[config.mk]
export PLATFORM = sky130hd
export DESIGN_NAME = vts_core
export DESIGN_NICKNAME = d
export VERILOG_FILES = /design/src/inc/vts_pkg.sv /design/src/vts_core.sv /design/src/vts_slew_tick.sv
export SDC_FILE = /design/constraint.sdc
export NUM_CORES = 1
export LEC_CHECK = 0
export ABC_AREA = 1
export BUFFER_PORTS_ARGS = -buffer_cell sky130_fd_sc_hd__clkbuf_2
export CAP_MARGIN = 20
export CORE_ASPECT_RATIO = 1.5
export CORE_MARGIN = 5
export CORE_UTILIZATION = 30
export DETAILED_ROUTE_END_ITERATION = 6
export SYNTH_ARGS = -nofsm -noshare
export SYNTH_HDL_FRONTEND = slang
export SYNTH_HIERARCHICAL = 1
export SYNTH_SLANG_ARGS = --single-unit
[constraint.sdc]
create_clock -name clk_sys_in -period 1.65 [get_ports clk_sys_in]
set_input_delay 0 -clock clk_sys_in [delete_from_list [all_inputs] [get_ports clk_sys_in]]
set_output_delay 0 -clock clk_sys_in [all_outputs]
set_load 0.005 [all_outputs]
[src/inc/vts_pkg.sv]
package vts_pkg;

   // timing of the slew clock derived from the 100 MHz system clock
   localparam int CLK_PERIOD_NS   = 10;
   localparam int SLEW_MIN_NS     = 1000;
   localparam int SLEW_MAX_NS     = 10000;
   localparam int SLEW_MIN_CYC    = (SLEW_MIN_NS + CLK_PERIOD_NS - 1) / CLK_PERIOD_NS;
   localparam int SLEW_MAX_CYC    = SLEW_MAX_NS / CLK_PERIOD_NS;
   localparam int SLEW_CNT_W      = 10;
   localparam logic [9:0] SLEW_MIN_CYC_W = 10'(SLEW_MIN_CYC);
   localparam logic [9:0] SLEW_MAX_CYC_W = 10'(SLEW_MAX_CYC);

   // blanking and falling-edge synchronisation, counted in slew ticks
   localparam logic [4:0] BLANK_TICKS     = 5'h18;
   localparam logic [1:0] FALL_SYNC_TICKS = 2'h2;

   // reference held in 25 mV units, 0 is the 0 V code
   localparam int         REF_W          = 7;
   localparam logic [6:0] REF_ZERO       = 7'h00;
   localparam logic [6:0] MOB_COARSE_TOP = 7'h46;
   localparam logic [6:0] MOB_FINE_TOP   = 7'h27;
   localparam logic [6:0] DESK_TOP       = 7'h4a;
   localparam logic [6:0] SUS_LOW_BASE   = 7'h1b;
   localparam logic [6:0] SUS_UP_BASE    = 7'h2b;
   localparam logic [4:0] VID_OFF_CODE   = 5'h1f;

   // multi-level pin encodings
   localparam logic [1:0] LVL_LOW  = 2'h0;
   localparam logic [1:0] LVL_MID  = 2'h1;
   localparam logic [1:0] LVL_HIGH = 2'h2;

   typedef enum logic [2:0] {
      ST_RAMP       = 3'b000,
      ST_SETTLE     = 3'b001,
      ST_REGULATE   = 3'b010,
      ST_FAULT_DOWN = 3'b011,
      ST_FAULT_HOLD = 3'b100
   } vts_state_t;

   // voltage-ident code to reference units
   function automatic logic [6:0] vid_target(input logic mobile, input logic [4:0] code);
      logic [6:0] res;
      res = REF_ZERO;
      if (mobile)
      begin
         if (code[4])
            res = MOB_FINE_TOP - {3'h0, code[3:0]};
         else
            res = MOB_COARSE_TOP - {2'h0, code[3:0], 1'b0};
      end
      else if (code != VID_OFF_CODE)
      begin
         res = DESK_TOP - {2'h0, code};
      end
      return res;
   endfunction

   // suspend pins {upper pin, lower pin}, each four-level, give 16 steps
   function automatic logic [6:0] sus_target(input logic upper, input logic [3:0] pins);
      logic [6:0] base;
      base = upper ? SUS_UP_BASE : SUS_LOW_BASE;
      return base + {3'h0, pins};
   endfunction

endpackage

[src/vts_core.sv]
`timescale 1ns/100ps
// Summary of operation
// RL1: suspend select mid or high disables offset and targets the suspend code
// RL2: suspend transition blanks power-good and faults until 24 ticks after arrival
// RL3: suspend select mid picks upper range, high picks lower, low is normal
// RL4: power-good is frozen from the start of every transition
// RL5: power-good is re-enabled 24 slew ticks after the final code
// RL6: reference moves exactly one 25 mV code per slew tick
// RL7: falling transitions wait two extra ticks before stepping
// RL8: slew period is programmable between 1.0 us and 10 us
// RL9: forced-PWM mode trips overvoltage above target plus 13 percent
// RL10: pulse-skip mode trips overvoltage only above the fixed 2 V level
// RL11: overvoltage sets the fault latch, drops power-good, starts shutdown
// RL12: fault latch holds until shutdown is toggled or supply collapses
// RL13: overvoltage blanked during transitions and 24 ticks afterwards
// RL14: output below 70 percent sets the fault latch and starts shutdown
// RL15: after fault ramp reaches zero, low side forced high, high side low
// RL16: mobile table maps codes 1.750 V down to 0.600 V
// RL17: suspend pins decode 0.675-1.050 V or 1.075-1.450 V in 25 mV steps
// RL18: outside party ties the table select high for mobile, low for desktop
// RL19: undervoltage blanked during transitions and 24 ticks afterwards
// RL20: on power-up the reference climbs from zero to the target
// RL21: comparator flags are synchronised and sampled on the slew tick
module vts_core
(
   // clock and reset; reset is the shutdown input combined with supply good
   input  wire logic       clk_sys_in,
   input  wire logic       rst_n_in,
   // processor code and mode inputs
   input  wire logic [4:0] voltage_code_bits_in,
   input  wire logic       table_mobile_in,
   input  wire logic [1:0] suspend_select_in,
   input  wire logic [3:0] suspend_code_pins_in,
   input  wire logic [1:0] skip_select_in,
   input  wire logic       no_fault_mode_in,
   // slew timing, equivalent of the timing resistor
   input  wire logic [9:0] slew_period_cyc_in,
   // comparator flags
   input  wire logic       overvoltage_pct_in,
   input  wire logic       overvoltage_fixed_in,
   input  wire logic       undervoltage_trip_in,
   // gate requests from the on-time logic
   input  wire logic       pwm_high_req_in,
   input  wire logic       pwm_low_req_in,
   // reference and status
   output logic [6:0]      ref_code_out,
   output logic            power_good_out,
   output logic            fault_latched_out,
   output logic            offset_enable_out,
   output logic            transition_active_out,
   // gate drives
   output logic            high_side_drive_out,
   output logic            low_side_drive_out
);

   logic                rst_meta_ff;
   logic                rst_n_ff;
   logic                tick;
   vts_pkg::vts_state_t state_ff;
   vts_pkg::vts_state_t nxt_state;
   logic [6:0]          ref_ff;
   logic [6:0]          nxt_ref;
   logic [1:0]          fall_wait_ff;
   logic [1:0]          nxt_fall_wait;
   logic [4:0]          settle_ff;
   logic [4:0]          nxt_settle;
   logic                pg_ff;
   logic                nxt_pg;
   logic                fault_ff;
   logic                nxt_fault;
   logic                offset_ff;
   logic                hi_ff;
   logic                lo_ff;
   logic [2:0]          flag_meta_ff;
   logic [2:0]          flag_sync_ff;
   logic                ov_samp_ff;
   logic                uv_samp_ff;
   logic [5:0]          since_arrive_ff;

   // synchronous release of the asynchronous reset
   always_ff @(posedge clk_sys_in or negedge rst_n_in)
   begin
      if (!rst_n_in)
      begin
         rst_meta_ff <= 1'b0;
         rst_n_ff    <= 1'b0;
      end
      else
      begin
         rst_meta_ff <= 1'b1;
         rst_n_ff    <= rst_meta_ff;
      end
   end

   vts_slew_tick u_tick
   (
      .clk_sys_in    (clk_sys_in),
      .rst_n_in      (rst_n_ff),
      .period_cyc_in (slew_period_cyc_in),
      .tick_out      (tick)
   );

   // target selection
   wire       sus_active = (suspend_select_in != vts_pkg::LVL_LOW); // see RL1
   wire       sus_upper  = (suspend_select_in == vts_pkg::LVL_MID); // see RL3
   wire [6:0] vid_tgt    = vts_pkg::vid_target(table_mobile_in, voltage_code_bits_in); // see RL16
   wire [6:0] sus_tgt    = vts_pkg::sus_target(sus_upper, suspend_code_pins_in); // see RL17
   wire       in_fault   = (state_ff == vts_pkg::ST_FAULT_DOWN) ||
                           (state_ff == vts_pkg::ST_FAULT_HOLD);
   wire [6:0] target     = in_fault ? vts_pkg::REF_ZERO :
                           (sus_active ? sus_tgt : vid_tgt); // see RL1

   // stepping decisions
   wire       going_up   = (ref_ff < target);
   wire       going_down = (ref_ff > target);
   wire       at_target  = (ref_ff == target);
   wire       fall_ready = (fall_wait_ff == vts_pkg::FALL_SYNC_TICKS); // see RL7
   wire       step_up    = tick && going_up; // see RL6
   wire       step_down  = tick && going_down && fall_ready; // see RL6

   // comparator path: two-flop synchroniser then a sample on each tick
   always_ff @(posedge clk_sys_in or negedge rst_n_ff)
   begin
      if (!rst_n_ff)
      begin
         flag_meta_ff <= 3'h0;
         flag_sync_ff <= 3'h0;
      end
      else
      begin
         flag_meta_ff <= {undervoltage_trip_in, overvoltage_fixed_in, overvoltage_pct_in};
         flag_sync_ff <= flag_meta_ff; // see RL21
      end
   end

   // forced PWM compares to the target, pulse skipping to the fixed level
   wire ov_mode_pct = (skip_select_in == vts_pkg::LVL_HIGH);
   wire ov_sel      = ov_mode_pct ? flag_sync_ff[0] : flag_sync_ff[1]; // see RL9 see RL10

   always_ff @(posedge clk_sys_in or negedge rst_n_ff)
   begin
      if (!rst_n_ff)
      begin
         ov_samp_ff <= 1'b0;
         uv_samp_ff <= 1'b0;
      end
      else if (tick)
      begin
         ov_samp_ff <= ov_sel; // see RL21
         uv_samp_ff <= flag_sync_ff[2];
      end
   end

   // protection only looks at the output once fully settled
   wire prot_open = (state_ff == vts_pkg::ST_REGULATE) && !no_fault_mode_in; // see RL13 see RL19
   wire ov_hit    = prot_open && ov_samp_ff; // see RL11
   wire uv_hit    = prot_open && uv_samp_ff; // see RL14
   wire fault_hit = ov_hit || uv_hit;

   always_comb
   begin
      nxt_state     = state_ff;
      nxt_ref       = ref_ff;
      nxt_fall_wait = fall_wait_ff;
      nxt_settle    = settle_ff;
      if (step_up)
         nxt_ref = ref_ff + 7'h01; // see RL6
      else if (step_down)
         nxt_ref = ref_ff - 7'h01;
      if (!going_down)
         nxt_fall_wait = 2'h0;
      else if (tick && !fall_ready)
         nxt_fall_wait = fall_wait_ff + 2'h1; // see RL7
      case (state_ff)
         vts_pkg::ST_RAMP:
         begin
            nxt_settle = 5'h00;
            if (at_target)
               nxt_state = vts_pkg::ST_SETTLE;
         end
         vts_pkg::ST_SETTLE:
         begin
            if (!at_target)
               nxt_state = vts_pkg::ST_RAMP;
            else if (tick && settle_ff == vts_pkg::BLANK_TICKS - 5'h01)
               nxt_state = vts_pkg::ST_REGULATE; // see RL2 see RL5
            else if (tick)
               nxt_settle = settle_ff + 5'h01;
         end
         vts_pkg::ST_REGULATE:
         begin
            nxt_settle = 5'h00;
            if (fault_hit)
               nxt_state = vts_pkg::ST_FAULT_DOWN; // see RL11 see RL14
            else if (!at_target)
               nxt_state = vts_pkg::ST_RAMP; // see RL4
         end
         vts_pkg::ST_FAULT_DOWN:
         begin
            if (no_fault_mode_in)
               nxt_state = vts_pkg::ST_RAMP;
            else if (ref_ff == vts_pkg::REF_ZERO)
               nxt_state = vts_pkg::ST_FAULT_HOLD; // see RL15
         end
         vts_pkg::ST_FAULT_HOLD:
         begin
            if (no_fault_mode_in)
               nxt_state = vts_pkg::ST_RAMP;
         end
         default:
         begin
            nxt_state = vts_pkg::ST_FAULT_DOWN;
         end
      endcase
   end

   // the latch has no clear path other than reset or the test mode
   assign nxt_fault = no_fault_mode_in ? 1'b0 : (fault_ff || fault_hit); // see RL12
   // power-good changes only while regulating; a fault drops it at once
   assign nxt_pg = fault_hit ? 1'b0 :
                   in_fault ? 1'b0 :
                   (state_ff == vts_pkg::ST_REGULATE) ? !uv_samp_ff : pg_ff; // see RL4 see RL11

   always_ff @(posedge clk_sys_in or negedge rst_n_ff)
   begin
      if (!rst_n_ff)
      begin
         state_ff     <= vts_pkg::ST_RAMP; // see RL20
         ref_ff       <= vts_pkg::REF_ZERO; // see RL20
         fall_wait_ff <= 2'h0;
         settle_ff    <= 5'h00;
         pg_ff        <= 1'b0;
         fault_ff     <= 1'b0; // see RL12
      end
      else
      begin
         state_ff     <= nxt_state;
         ref_ff       <= nxt_ref;
         fall_wait_ff <= nxt_fall_wait;
         settle_ff    <= nxt_settle;
         pg_ff        <= nxt_pg;
         fault_ff     <= nxt_fault;
      end
   end

   // reset is the shutdown mode: low side on, high side off
   wire force_off = (state_ff == vts_pkg::ST_FAULT_HOLD);

   always_ff @(posedge clk_sys_in or negedge rst_n_ff)
   begin
      if (!rst_n_ff)
      begin
         offset_ff <= 1'b0;
         hi_ff     <= 1'b0;
         lo_ff     <= 1'b1;
      end
      else
      begin
         offset_ff <= !sus_active; // see RL1
         hi_ff     <= force_off ? 1'b0 : pwm_high_req_in; // see RL15
         lo_ff     <= force_off ? 1'b1 : pwm_low_req_in; // see RL15
      end
   end

   assign ref_code_out          = ref_ff;
   assign power_good_out        = pg_ff;
   assign fault_latched_out     = fault_ff;
   assign offset_enable_out     = offset_ff;
   assign transition_active_out = (state_ff == vts_pkg::ST_RAMP) || (state_ff == vts_pkg::ST_SETTLE);
   assign high_side_drive_out   = hi_ff;
   assign low_side_drive_out    = lo_ff;

   // helper: slew ticks since the reference last arrived at its target
   always_ff @(posedge clk_sys_in or negedge rst_n_ff)
   begin
      if (!rst_n_ff)
         since_arrive_ff <= 6'h00;
      else if (state_ff == vts_pkg::ST_RAMP)
         since_arrive_ff <= 6'h00;
      else if (tick && since_arrive_ff != 6'h3f)
         since_arrive_ff <= since_arrive_ff + 6'h01;
   end

   AST_STEP_ONE: assert property (@(posedge clk_sys_in) disable iff (!rst_n_ff) // see RL6
      (ref_ff != $past(ref_ff)) |-> ($past(tick) &&
         ((ref_ff == $past(ref_ff) + 7'h01) || (ref_ff == $past(ref_ff) - 7'h01))))
      else $error("reference moved off a slew tick or by more than one code");

   AST_FALL_WAIT: assert property (@(posedge clk_sys_in) disable iff (!rst_n_ff) // see RL7
      (ref_ff < $past(ref_ff)) |-> ($past(fall_wait_ff) == 2'h2))
      else $error("downward step taken without two synchronising ticks");

   AST_PG_FROZEN: assert property (@(posedge clk_sys_in) disable iff (!rst_n_ff) // see RL4
      (transition_active_out && !fault_hit) |=> (power_good_out == $past(power_good_out)))
      else $error("power-good changed during a transition");

   AST_SETTLE_24: assert property (@(posedge clk_sys_in) disable iff (!rst_n_ff) // see RL5
      $rose(state_ff == vts_pkg::ST_REGULATE) |-> (since_arrive_ff >= 6'h18))
      else $error("regulation resumed before 24 slew ticks");

   AST_BLANK_FAULT: assert property (@(posedge clk_sys_in) disable iff (!rst_n_ff) // see RL13
      (transition_active_out && !fault_ff) |=> !fault_ff)
      else $error("fault latched while protection was blanked");

   AST_SUS_RANGE: assert property (@(posedge clk_sys_in) disable iff (!rst_n_ff) // see RL3
      (!in_fault && suspend_select_in == vts_pkg::LVL_MID) |->
         (target >= 7'h2b && target <= 7'h3a))
      else $error("upper suspend target out of range");

   AST_OFFSET_OFF: assert property (@(posedge clk_sys_in) disable iff (!rst_n_ff) // see RL1
      sus_active [*2] |-> !offset_enable_out)
      else $error("offset still enabled in suspend");

   AST_MOBILE_TOP: assert property (@(posedge clk_sys_in) disable iff (!rst_n_ff) // see RL16
      (!in_fault && !sus_active && table_mobile_in && voltage_code_bits_in == 5'h00) |->
         (target == 7'h46))
      else $error("mobile code zero does not target 1.750 V");

   AST_OV_TRIP: assert property (@(posedge clk_sys_in) disable iff (!rst_n_ff) // see RL11
      ov_hit |=> (fault_latched_out && !power_good_out &&
         state_ff == vts_pkg::ST_FAULT_DOWN))
      else $error("overvoltage did not latch and shut down");

   AST_UV_TRIP: assert property (@(posedge clk_sys_in) disable iff (!rst_n_ff) // see RL14
      uv_hit |=> (fault_latched_out && state_ff == vts_pkg::ST_FAULT_DOWN))
      else $error("undervoltage did not latch and shut down");

   AST_LATCH_HOLD: assert property (@(posedge clk_sys_in) disable iff (!rst_n_ff) // see RL12
      (fault_latched_out && !no_fault_mode_in) |=> fault_latched_out)
      else $error("fault latch cleared without shutdown toggle");

   AST_HOLD_DRIVE: assert property (@(posedge clk_sys_in) disable iff (!rst_n_ff) // see RL15
      (state_ff == vts_pkg::ST_FAULT_HOLD) |=>
         (low_side_drive_out && !high_side_drive_out && ref_code_out == 7'h00))
      else $error("gates not forced after fault ramp-down");

   COV_RISE:  cover property (@(posedge clk_sys_in) disable iff (!rst_n_ff)
      $rose(state_ff == vts_pkg::ST_REGULATE));
   COV_FALL:  cover property (@(posedge clk_sys_in) disable iff (!rst_n_ff)
      step_down);
   COV_SUSP:  cover property (@(posedge clk_sys_in) disable iff (!rst_n_ff)
      sus_active && state_ff == vts_pkg::ST_REGULATE);
   COV_FAULT: cover property (@(posedge clk_sys_in) disable iff (!rst_n_ff)
      state_ff == vts_pkg::ST_FAULT_HOLD);

endmodule

[src/vts_slew_tick.sv]
`timescale 1ns/100ps
module vts_slew_tick
(
   // clock and reset
   input  wire logic       clk_sys_in,
   input  wire logic       rst_n_in,
   // period set by the timing resistor, in system clocks
   input  wire logic [9:0] period_cyc_in,
   // one-cycle pulse per slew-clock period
   output logic            tick_out
);

   logic [9:0] cnt_ff;
   logic [9:0] nxt_cnt;
   logic [9:0] spacing_ff;
   wire  [9:0] period_clamped;
   wire        wrap;

   // out-of-range settings are clamped rather than rejected
   assign period_clamped = (period_cyc_in < vts_pkg::SLEW_MIN_CYC_W) ? vts_pkg::SLEW_MIN_CYC_W :
                           (period_cyc_in > vts_pkg::SLEW_MAX_CYC_W) ? vts_pkg::SLEW_MAX_CYC_W :
                           period_cyc_in; // see RL8
   assign wrap     = (cnt_ff >= period_clamped - 10'h001);
   assign nxt_cnt  = wrap ? 10'h000 : cnt_ff + 10'h001;
   assign tick_out = wrap;

   always_ff @(posedge clk_sys_in or negedge rst_n_in)
   begin
      if (!rst_n_in)
         cnt_ff <= 10'h000;
      else
         cnt_ff <= nxt_cnt;
   end

   // helper: cycles since the previous tick
   always_ff @(posedge clk_sys_in or negedge rst_n_in)
   begin
      if (!rst_n_in)
         spacing_ff <= 10'h3ff;
      else if (tick_out)
         spacing_ff <= 10'h000;
      else if (spacing_ff != 10'h3ff)
         spacing_ff <= spacing_ff + 10'h001;
   end

   AST_TICK_SPACING: assert property (@(posedge clk_sys_in) disable iff (!rst_n_in) // see RL8
      tick_out |-> (spacing_ff >= vts_pkg::SLEW_MIN_CYC_W - 10'h001))
      else $error("slew tick faster than 1.0 us");

endmodule

==> results of run 1 <==
worst max-delay path: cells and delay by family:
kind | cells | cell delay (ns)
AND/OR/NAND/NOR | 17 | 1.92
adder cells (fa/ha/maj) | 3 | 0.66
buffers and inverters | 4 | 0.38
AO/OA/AOI/OAI | 1 | 0.17
per-layer routing:
layer	share of wire	wire length, µm
met1	0.38	3730
met2	0.55	5430
met3	0.032	312
met4	0.041	403
met5	0	0
what timing repair did:
item / in CTS / in global routing
hold buffers: 7 / 0
endpoints found under the hold margin: 8 / 0
resized for setup: 18 / 98
endpoints found under the setup margin: 29 / 29
buffers inserted: 9 / 15
pin swaps: 23 / 51
cloned: 0 / 1
final timing paths:
check	cells after the start	start	to
worst min register to register	1	rst_n_ff$_DFF_PN0_	u_tick/cnt_ff[2]$_DFF_PN0_
worst max register to register	21	state_ff[0]$_DFFE_PN0P_	ref_code_out[6]$_DFFE_PN0P_
max in group asynchronous	1	rst_n_ff$_DFF_PN0_	low_side_drive_out$_DFF_PN1_
worst min-delay path	3	skip_select_in[1]	ov_samp_ff$_DFFE_PN0P_
min in group asynchronous	2	rst_n_in	rst_meta_ff$_DFF_PN0_
worst max-delay path	25	slew_period_cyc_in[8]	ref_code_out[6]$_DFFE_PN0P_
cells by family (layout without fill, tap and decap cells):
family | count (synthesis) | after routing
fa+ha+maj | 33 | 33
xor+xnor | 13 | 13
simple gates | 244 | 245
flops | 42 | 42
buf+inv | 65 | 222
other cells | 1 | 1
compound gates | 63 | 63
synthesized netlist by cell type (all sizes together):
| cell | count | area [µm²] |
|---|---|---|
| dfstp | 1 | 26.3 |
| o31ai | 1 | 7.51 |
| conb | 1 | 3.75 |
| inv | 61 | 229 |
| o221ai | 1 | 8.76 |
| dfrtp | 41 | 1030 |
| fa | 1 | 20.0 |
| xnor2 | 4 | 35.0 |
| a211oi | 1 | 7.51 |
| nor3b | 3 | 22.5 |
| a21oi | 22 | 110 |
| o21ai | 32 | 160 |
| nor3 | 6 | 46.3 |
| nand3 | 34 | 210 |
| a31oi | 3 | 18.8 |
| nor2 | 64 | 263 |
| buf | 3 | 27.5 |
| o21a | 1 | 7.51 |
| clkbuf | 1 | 3.75 |
| o211ai | 2 | 15.0 |
| or3 | 1 | 6.26 |
| or2 | 6 | 37.5 |
| xor2 | 9 | 78.8 |
| nand4 | 18 | 128 |
| ha | 32 | 400 |
| and2 | 1 | 8.76 |
| nand2 | 111 | 454 |
power breakdown:
| part | switching (W) | internal [W] |
|---|---|---|
| sequential | 0.000189 | 0.00130 |
| clock | 0.000410 | 0.000708 |
| combinational | 0.00226 | 0.00205 |
state kept, by name, indices dropped and copies added, names as in the netlist:
signal	count
fall_wait_ff	2
fault_latched_out	1
flag_meta_ff	3
flag_sync_ff	3
high_side_drive_out	1
low_side_drive_out	1
offset_enable_out	1
ov_samp_ff	1
power_good_out	1
ref_code_out	7
rst_meta_ff	1
rst_n_ff	1
settle_ff	5
state_ff	3
u_tick/cnt_ff	10
uv_samp_ff	1
layout by cell type (no fill, tap or decap), types with 7 or more instances in the layout:
cell	Yosys	routed
inv_1	57	52
nand3_2	3	7
nand2_1	100	85
nor2_1	59	47
a21oi_1	22	18
nand3_4	2	8
buf_6	2	11
nand3_1	29	19
clkbuf_2	0	38
nor2_4	2	11
nand2_2	9	18
buf_4	0	91
nand4_1	17	17
dlygate4sd3_1	0	7
xor2_1	9	7
o21ai_0	28	17
dfrtp_1	41	40
ha_1	32	26
o21ai_1	4	13
nand2_4	2	7
per-stage QoR:
stage	hold slack, ns	total power [W]
final	0.0229	0.00692
after global routing	0.0384	0.00748
after floorplan	-0.296	0.00353
after global placement	-0.207	0.00461
after CTS	0.0301	0.00614
after detailed placement	-0.209	0.00476
area by class of cell:
class / instances / share of cell area
multi-input combinational: 355 / 0.469
inverter: 61 / 0.0449
timing repair buffer: 153 / 0.221
clock buffer: 5 / 0.0236
tap: 147 / 0.0347
clock inverter: 3 / 0.00756
sequential: 42 / 0.199
==> metrics.md, run 1 <==
| Metric | Value |
|---|---|
| Synth cell types | `39` |
| Post-synthesis register bit count | `42` |
| Synthesis Warnings | `6` |
| Syn_nets | `roughly 530` |
| Most used cell, CP | `nand2_1` |
| Vias | `3655` |
| Sequential fraction of the synthesis area | `0.313` |
| GRT Total Usage | `0.146` |
| Req. time, crit path | `~1.8 ns` |
| Compound-cell area share of the yosys netlist | `0.0997` |
| Area of the multi-input gates | `between 0.002 and 0.0025 mm²` |
| Synthesized area | `approximately 0.0034 mm²` |
| Syn avg cell area | `roughly 7.3 µm²` |
| I/O Pins | `45` |
| Port buffer count | `44` |
| Top Usage Layer GRT | `met2` |
| Post-layout util | `0.482` |
| N_diodes | `0` |
| Reg2Reg Setup Slack | `-1.29 ns` |
| Crit Path Class | `in -> reg` |
| Routability congestion estimate | `just under 0.9` |
| Initial Utilization | `0.306` |
| Max Buffers Root-to-Sink | `2` |
| Final worst-path setup slack | `-1.32 ns` |
| Max IR drop VDD | `around 1.2 mV` |
| Drt pass-1 iters | `4` |
| Sequential cell area | `0.00105 mm²` |
| Multiplexer share of the synthesized area | `0` |
| Worst Path Max Fanout | `7` |
| Crit end category | `flop` |
| Crit path DAT | `about 3.1 ns` |
| Fin crit share | `1.80` |
| Skew-Pair Late Insertion Delay | `0.29 ns` |
| DP HPWL | `between 7 and 8 mm` |
| 1st-iter DRT viols | `approximately 110` |
| Design Area, Final | `0.00530 mm²` |
| Hold Crit Class | `in -> reg` |
| XOR/XNOR Fraction of Synth Area | `0.0339` |
| Min cycle time layout | `2.97 ns` |
| Met3 Usage GRT | `0.0243` |
| Via density | `between 4 and 5` |
| Clock slew at reported path FFs | `about 0.060 ns` |
| Final hold viol count | `0` |
| Die area | `around 0.013 mm²` |
| Final Skew | `just over 0.009 ns` |
| Main combinational cell family by area after synthesis | `simple AND/OR/NAND/NOR gates` |
| First-pass GRT wire length | `~16 mm` |
| Crit-path max cell delay | `0.36 ns` |
| Nets | `683` |
| TritonCTS clock tree | `done` |
| Cell Area, Placed | `between 0.004 and 0.005 mm²` |
| Die Wd | `96.4 µm` |
| Htree depth | `2` |
| Wire per inst | `12.9 µm` |
| Fillers | `about 1100` |
| Status | `finished with violations` |
| Vias in the first global route | `about 3700` |
| Failing checks | `setup timing` |
| Global-route track usage on met1 | `0.154` |
| Share of layout cells above drive strength 1 | `0.412` |
| Area Overhead vs Synth | `57.5%` |
| Die height | `between 100 and 150 µm` |
| Endpoints failing setup | `29` |
| Leakage power | `2.61 nW` |
| Met2 track demand over resource | `0.272` |
| Placed cell count | `approximately 730` |
| CP startpoint kind | `input pin` |
| Synth Area in Simple Gates | `0.350` |
| Place WS | `-1.53 ns` |
| DRC Markers | `0` |
| Maximum clock rate | `approximately 340 MHz` |
| Slew Limit Fails | `0` |
| Post-Synthesis Cells | `~460` |
| Largest net degree at the start of global routing | `between 40 and 50` |
| Max Cap Viol | `0` |
| Initial antenna violation count | `0` |
| Final WL | `slightly below 10 mm` |
| Cts bufs inserted | `5` |
| Synth Area in Adders | `0.125` |
| Slowest cell on the critical path | `ha_4` |
| PwrDens | `roughly 1300 mW/mm²` |
| Slew headroom | `0.646` |
| Routed Antenna Nets | `0` |
| Core Region | `0.0110 mm²` |
| Sink Count | `42` |
| Final cell count without fillers | `approximately 770` |
| Gr ovfl total | `0` |
| Worst slew pin tran | `approximately 0.53 ns` |
| RSZ-0062 raised after global routing | `true` |
| Row count | `47` |
| Setup Total Neg Slack | `-29.72 ns` |
| Clk root buf | `clkbuf_16` |
No activity file was read; power rests on OpenSTA's default activity.
==> run 2, diff against run 1 <==
Settings changed: CORE_UTILIZATION 30 to 59, PLACE_DENSITY set to 0.81.
==> metrics.md, run 2 (synthesis gave the netlist of run 1 again) <==
| Metric | Value |
|---|---|
| Final worst-path setup slack | `-1.52 ns` |
| Core Region | `0.00549 mm²` |
| Clk root buf | `clkbuf_8` |
| Initial Utilization | `0.612` |
| Min cycle time layout | `about 3.2 ns` |
| Port buffer count | `44` |
| Hold Crit Class | `in -> async` |
| PwrDens | `approximately 1300 mW/mm²` |
| Crit end category | `flop` |
| Drt pass-1 iters | `5` |
| Routability congestion estimate | `about 0.89` |
| I/O Pins | `45` |
| Htree depth | `2` |
| Initial antenna violation count | `0` |
| Wire per inst | `17.3 µm` |
| Cts bufs inserted | `5` |
| Routed Antenna Nets | `0` |
| Commonest non-fill, non-tap cell in the layout | `buf_4` |
| Place WS | `-1.67 ns` |
| Final hold viol count | `0` |
| Vias | `between 3000 and 4000` |
| GRT Total Usage | `0.335` |
| Failing checks | `setup timing` |
| Die height | `~100 µm` |
| First-pass GRT wire length | `~19 mm` |
| Share of layout cells above drive strength 1 | `0.373` |
| Die area | `roughly 0.0073 mm²` |
| Worst slew pin tran | `between 0.5 and 0.6 ns` |
| Slew headroom | `0.648` |
| Max IR drop VDD | `between 1 and 1.5 mV` |
| CP startpoint kind | `input pin` |
| Fin crit share | `1.92` |
| Via density | `about 5.9` |
| Maximum clock rate | `roughly 320 MHz` |
| TritonCTS clock tree | `done` |
| Setup Total Neg Slack | `-31.81 ns` |
| Largest net degree at the start of global routing | `41` |
| Crit Path Class | `in -> reg` |
| Die Wd | `71.6 µm` |
| Total power draw | `0.00626 W` |
| Commonest non-fill, non-tap cells in the layout | `89 x buf_4, 88 x nand2_1, 54 x inv_1` |
| Final WL | `about 12 mm` |
| Largest register FFs | `10` |
| Top reg by flops | `u_tick/cnt_ff` |
| Status | `finished with violations` |
| Endpoints failing setup | `29` |
| Final Skew | `0.0191 ns` |
| Vias in the first global route | `~4200` |
| DP HPWL | `between 7 and 8 mm` |
| Slew Limit Fails | `0` |
| Sink Count | `42` |
| Max Cap Viol | `0` |
| Worst Path Max Fanout | `7` |
| 1st-iter DRT viols | `390` |
| Nets | `670` |
| Leakage power | `around 2.5 nW` |
| Fillers | `around 260` |
| RSZ-0062 raised after global routing | `true` |
| Crit path DAT | `around 3.4 ns` |
| Skew-Pair Late Insertion Delay | `between 0.3 and 0.4 ns` |
| Max Buffers Root-to-Sink | `2` |
| Req. time, crit path | `1.87 ns` |
| Area Overhead vs Synth | `43.4%` |
| Gr ovfl total | `0` |
| Clock slew at reported path FFs | `roughly 0.1 ns` |
| Row count | `33` |
| DRC Markers | `0` |
| N_diodes | `0` |
==> run 2: changes by cell type in the layout (fill, tap and decap cells not counted), sizes merged <==
| cell | before | now |
|---|---|---|
| clkinv | 2 | 1 |
| nand4 | 19 | 18 |
| inv | 60 | 62 |
| clkbuf | 43 | 44 |
| buf | 108 | 95 |
| bufinv | 1 | 0 |
==> run 2: final timing paths <==
check                                         from                          end  slack (ns)  depth (start not counted)
min in group clk_sys_in       suspend_select_in[1]  offset_enable_out$_DFF_PN0_        0.03                          3
setup / recovery             slew_period_cyc_in[6]  ref_code_out[6]$_DFFE_PN0P_       -1.52                         28
hold reg to reg                 rst_n_ff$_DFF_PN0_  ref_code_out[2]$_DFFE_PN0P_        0.30                          1
max in group asynchronous       rst_n_ff$_DFF_PN0_      state_ff[0]$_DFFE_PN0P_        0.95                          1
setup reg to reg           state_ff[1]$_DFFE_PN0P_  ref_code_out[6]$_DFFE_PN0P_       -1.42                         21
hold / removal                            rst_n_in        rst_meta_ff$_DFF_PN0_        0.01                          2
==> run 2: final cells by class <==
type                       count  area [µm²]  share of cell area
multi-input combinational    354        2340               0.486
clock buffer                   5        68.8              0.0143
tap                           70        87.6              0.0182
timing repair buffer         141        1010               0.209
clock inverter                 3        25.0             0.00519
inverter                      61         231              0.0480
sequential                    42        1050               0.219
==> run 2: routing by layer <==
metal  global-route usage  share of wire
met4                0.243          0.082
met3               0.0463          0.069
met2                0.608           0.52
met1                0.347           0.33
met5                    0              0
==> run 2: what timing repair did <==
action / 4_1_cts / 5_1_grt
gates resized for setup: 29 / 31
pin swaps: 25 / 14
hold endpoints to repair: 8 / 0
hold buffers: 7 / 0
buffers inserted: 21 / 2
setup endpoints to repair: 29 / 30
gates cloned: 0 / 0
==> run 2: critical path, stage by stage <==
cell and delay [ns]:
buf_4 0.13, nand2_2 0.07, inv_2 0.05, nand2_1 0.12, nand3_4 0.14, nand3_4 0.13, ha_4 0.16, inv_4 0.05
nor2_4 0.12, nand4_1 0.15, nand2_1 0.11, nand2_1 0.06, ha_1 0.28, nand2_2 0.07, nor2_4 0.10, o211ai_1 0.15
nand4_1 0.23, nand3_4 0.23, ha_4 0.38, nand2_1 0.09, nor2_1 0.09, nand2_1 0.08, inv_1 0.05, nor2_1 0.04
nand2_1 0.09, nand3_1 0.09, nand2_1 0.07, nand2_1 0.04
==> run 2: power by group <==
| group | internal (W) | switching (W) |
|---|---|---|
| registers | 0.00130 | 0.000216 |
| logic | 0.00178 | 0.00223 |
| clock network | 0.000306 | 0.000432 |
| total | 0.00339 | 0.00287 |
==> run 2: stage by stage <==
step,hold WS (ns),util,cell area (µm²),instances
global route,0.0202,0.878,4820,676
floorplan,-0.296,-,3490,461
global placement,-0.214,0.794,4360,648
finish,0.0134,0.878,4820,676
CTS,0.0174,0.870,4780,683
detailed placement,-0.210,0.794,4360,648
==> run 3, diff against run 2 <==
Settings changed: CORE_UTILIZATION 59 to 58, PLACE_DENSITY 0.81 to 0.8, SYNTH_HIERARCHICAL 1 to unset.
==> metrics.md, run 3 <==
| Metric | Value |
|---|---|
| DP HPWL | `7.14 mm` |
| Status | `stopped before the end` |
| Row count | `33` |
| Ys flop type | `dfrtp_1` |
| Max Buffers Root-to-Sink | `2` |
| Initial Utilization | `0.602` |
| Routability congestion estimate | `between 0.9 and 1` |
| WEP type | `register input` |
| I/O Pins | `45` |
| Gr ovfl total | `1` |
| Number of flops mapped to enable cells by yosys | `0` |
| GRT Total Usage | `0.576` |
| Port buffer count | `44` |
| Area leader, netlist | `dfrtp_1` |
| Sequential fraction of the synthesis area | `0.316` |
| Syn_nets | `524` |
| Post-synthesis register bit count | `42` |
| Ys async rst share | `1.00` |
| Htree depth | `2` |
| Synth top area cells | `dfrtp_1 31%, nand2_1 13%, ha_1 12%` |
| Error | `[ERROR GRT-0232] Routing congestion too high. Check the congestion heatmap in the GUI.` |
| Synth cell types | `42` |
| Placed cell count | `around 650` |
| Clk root buf | `clkbuf_8` |
| Cts bufs inserted | `5` |
| Synthesis Warnings | `0` |
| Yosys top cell area share | `0.308` |
| Stage reached | `5_1_grt` |
| Largest net degree at the start of global routing | `roughly 40` |
| Cell Area, Placed | `roughly 0.0044 mm²` |
| Synth top cells by count | `112 x nand2_1, 60 x inv_1, 43 x nor2_1` |
| Die height | `roughly 100 µm` |
| Synthesized area | `0.00333 mm²` |
| Syn avg cell area | `between 7 and 8 µm²` |
| Count leader, synth | `nand2_1` |
| Sink Count | `42` |
| Post-GRT worst EP | `ref_code_out[6]$_DFFE_PN0P_/D` |
| Die Wd | `about 72 µm` |
| Post-Synthesis Cells | `roughly 460` |
## run 3: changes by cell type after synthesis, moves of 4 or more
cell      previous run  this run
nor2_1              59        43
nand3_1             29        42
nand2_1            100       112
nand4_1             17         5
o21ai_0             28        17
a21oi_1             22        12
nand3b_1             0         5
nor3_1               4         9
inv_2                4         8
or2_2                6         2
## run 3: logic make-up after synthesis
group | Yosys count | synth area share
AO/OA/AOI/OAI | 51 | 0.0894
XOR/XNOR | 15 | 0.0395
adder cells (fa/ha/maj) | 33 | 0.126
buffers and inverters | 71 | 0.0804
flip-flops | 42 | 0.316
other | 1 | 0.00113
AND/OR/NAND/NOR | 246 | 0.347
## run 3: layer usage
metal / overflow / global-route usage
met2: 0 / 0.846
met3: 0 / 0.330
met4: 1 / 0.599
met1: 0 / 0.537
met5: 0 / 0.0278
## run 3: repair_timing
item / in CTS
pin swaps: 23
hold endpoints to repair: 9
hold buffers: 8
resized for setup: 59
setup endpoints to repair: 29
buffers inserted: 22
## run 3: metrics by stage
stage	TNS (ns)	setup WS (ns)
2_1_floorplan	-16.69	-1.11
3_3_place_gp	-28.10	-1.39
3_5_place_dp	-31.55	-1.55
4_1_cts	-24.80	-1.26
==> run 4, diff against run 3 <==
Settings changed: CORE_ASPECT_RATIO 1.5 to unset, CORE_UTILIZATION 58 to 40, PLACE_DENSITY 0.8 to unset, PLACE_DENSITY_LB_ADDON set to 0.15.
==> metrics.md, run 4 <==
| Metric | Value |
|---|---|
| Vias in the first global route | `3458` |
| I/O Pins | `between 40 and 50` |
| Crit path depth | `23` |
| Final Skew | `0.00817 ns` |
| Main combinational cell family by area after synthesis | `simple AND/OR/NAND/NOR gates` |
| Wire per inst | `12.2 µm` |
| CP startpoint kind | `flop` |
| Req. time, crit path | `~1.9 ns` |
| Area leader, netlist | `dfrtp_1` |
| Synth top cells by count | `112 x nand2_1, 60 x inv_1, 43 x nor2_1` |
| N_diodes | `0` |
| Yosys top cell area share | `0.308` |
| Number of cells on the worst reg-to-reg path | `23` |
| TritonCTS clock tree | `done` |
| Skew-Pair Late Insertion Delay | `approximately 0.3 ns` |
| Drt pass-1 iters | `4` |
| Hold slack | `0.0183 ns` |
| Maximum clock rate | `360 MHz` |
| Syn avg cell area | `7.25 µm²` |
| Row count | `33` |
| Slowest cell on the critical path | `dfrtp_1` |
| Crit end category | `flop` |
| Routability congestion estimate | `between 0.8 and 0.9` |
| Port buffer count | `44` |
| Core Region | `around 0.008 mm²` |
| Fin crit share | `1.69` |
| Cts bufs inserted | `5` |
| Most used cell, CP | `nand2_2` |
| Commonest non-fill, non-tap cell in the layout | `buf_4` |
| Design Area, Final | `0.00525 mm²` |
| GRT Total Usage | `0.179` |
| Hold Crit Class | `in -> async` |
| Clk root buf | `clkbuf_8` |
| Synth top area cells | `dfrtp_1 31%, nand2_1 13%, ha_1 12%` |
| 1st-iter DRT viols | `slightly below 60` |
| Final WL | `between 8 and 9 mm` |
| Total power draw | `0.00628 W` |
| Largest net degree at the start of global routing | `34` |
| Vias | `between 3000 and 4000` |
| Synthesis Warnings | `0` |
| Synth Area in Adders | `0.126` |
| Crit-path max cell delay | `roughly 0.44 ns` |
| Part of the power in combinational logic | `0.634` |
| Max Buffers Root-to-Sink | `2` |
| Cell Area, Placed | `~0.0045 mm²` |
| Ys flop type | `dfrtp_1` |
| Initial antenna violation count | `0` |
| Max IR drop VDD | `0.976 mV` |
| Clock slew at reported path FFs | `0.08 ns` |
| PwrDens | `around 1200 mW/mm²` |
| Leakage power | `around 2.8 nW` |
| Synth Area in Simple Gates | `0.347` |
| Crit path DAT | `a little under 3 ns` |
| XOR/XNOR Fraction of Synth Area | `0.0395` |
| Failing checks | `setup timing` |
| Crit-path leading delay family | `simple AND/OR/NAND/NOR gates` |
| Share of layout cells above drive strength 1 | `0.437` |
| DRC Markers | `0` |
| Gr ovfl total | `0` |
| Switching Share | `0.402` |
| Htree depth | `2` |
| Ys async rst share | `1.00` |
| Status | `finished with violations` |
| Final worst-path setup slack | `-1.13 ns` |
| Commonest non-fill, non-tap cells in the layout | `102 x buf_4, 90 x nand2_1, 53 x inv_1` |
| Syn_nets | `524` |
| DP HPWL | `~6.7 mm` |
| Synth cell types | `42` |
| Nets | `689` |
| Seq pwr share | `0.237` |
| Multiplexer share of the synthesized area | `0` |
| Number of flops mapped to enable cells by yosys | `0` |
| Routed Antenna Nets | `0` |
| Slew Limit Fails | `0` |
| Fillers | `about 700` |
| Internal power | `0.00376 W` |
| Endpoints failing setup | `29` |
| Setup Total Neg Slack | `-24.25 ns` |
| Die area | `a little over 0.01 mm²` |
| Min cycle time layout | `roughly 2.8 ns` |
| Worst Path Max Fanout | `7` |
| Crit Path Class | `reg -> reg` |
| RSZ-0062 raised after global routing | `true` |
| First-pass GRT wire length | `about 15 mm` |
| Largest register FFs | `10` |
| Post-synthesis register bit count | `between 40 and 50` |
| Via density | `around 4.8` |
| Synthesized area | `~0.0033 mm²` |
| Place WS | `-1.49 ns` |
| Die Wd | `approximately 100 µm` |
| Buffers plus inverters on the worst setup path | `5` |
| Area Overhead vs Synth | `57.6%` |
| Sequential fraction of the synthesis area | `0.316` |
| Sink Count | `between 40 and 50` |
| Max Cap Viol | `0` |
| Clock share of power | `0.129` |
| Compound-cell area share of the yosys netlist | `0.0894` |
| NetSw | `0.00253 W` |
| Final hold viol count | `0` |
| Critical path cell sequence | `nor2_2 -> nand2_2 -> nand2_2 -> inv_4 -> buf_4 -> nand3_2 -> ha_4 -> nand2_4 -> inv_1 -> a21oi_2 -> nand2_2 -> inv_4 -> nand2_8 -> ha_4 -> nand2_2 -> inv_2 -> nand4_1 -> nand3_1 -> nor2_1 -> nor2_2 -> nand2_1 -> nand2_1 -> nand2_1` |
| Post-Synthesis Cells | `459` |
| Initial Utilization | `0.407` |
| Die height | `101 µm` |
| Count leader, synth | `nand2_1` |
| Top reg by flops | `u_tick.cnt_ff` |
==> run 4: cell counts after synthesis <==
No cell type changed its count.
==> run 4: cells by family after synthesis <==
group                    Yosys count
AND/OR/NAND/NOR                  246
buffers and inverters             71
AO/OA/AOI/OAI                     51
flip-flops                        42
adder cells (fa/ha/maj)           33
XOR/XNOR                          15
other                              1
==> run 4: final cells by class <==
cell class	instances	area [µm²]	area share
flip-flops and latches	42	1050	0.201
inverters	69	265	0.0506
clock buffers	7	76.3	0.0145
multi-input cells	347	2510	0.478
well taps	105	131	0.0250
clock inverters	1	30.0	0.00572
repair buffers	159	1180	0.225
==> run 4: power groups by stage <==
| stage | logic (W) | clock network [W] | registers (W) |
|---|---|---|---|
| finish | 0.00398 | 0.000811 | 0.00149 |
| global route | 0.00442 | 0.000876 | 0.00152 |
| CTS | 0.00352 | 0.000836 | 0.00146 |
| detailed placement | 0.00311 | 0 | 0.00147 |
| global placement | 0.00302 | 0 | 0.00147 |
| floorplan | 0.00175 | 0 | 0.00157 |
==> run 4: path summary, 6_finish.rpt <==
path / to / slack, ns / startpoint
worst max-delay path: ref_code_out[6]$_DFFE_PN0P_ / -1.13 / state_ff[0]$_DFFE_PN0P_
worst min-delay path: rst_meta_ff$_DFF_PN0_ / 0.02 / rst_n_in
worst max register to register: ref_code_out[6]$_DFFE_PN0P_ / -1.13 / state_ff[0]$_DFFE_PN0P_
max in group asynchronous: low_side_drive_out$_DFF_PN1_ / 0.91 / rst_n_ff$_DFF_PN0_
worst min register to register: ref_code_out[0]$_DFFE_PN0P_ / 0.16 / rst_n_ff$_DFF_PN0_
min in group clk_sys_in: ov_samp_ff$_DFFE_PN0N_ / 0.02 / skip_select_in[1]
==> run 4: metal layers <==
metal / global-route usage / vias to the layer above / wire (µm)
met5: 0 / - / 0
met4: 0.0450 / 0 / 140
met3: 0.0310 / 13 / 368
met2: 0.316 / 59 / 4360
met1: 0.226 / 1583 / 4010
li1: - / 1826 / -
==> run 4: stage by stage <==
stage          instances  utilization
2_1_floorplan        459            -
3_3_place_gp         694        0.547
3_5_place_dp         694        0.547
4_1_cts              724        0.600
5_1_grt              730        0.642
6_report             730        0.642
==> run 4: what timing repair did <==
item                                    4_1_cts  5_1_grt
gates cloned                                  2        0
hold endpoints to repair                      9        0
hold buffers                                  8        0
buffers inserted                             13        6
endpoints found under the setup margin       29       29
resized for setup                            28       70
pin swaps                                    20       47
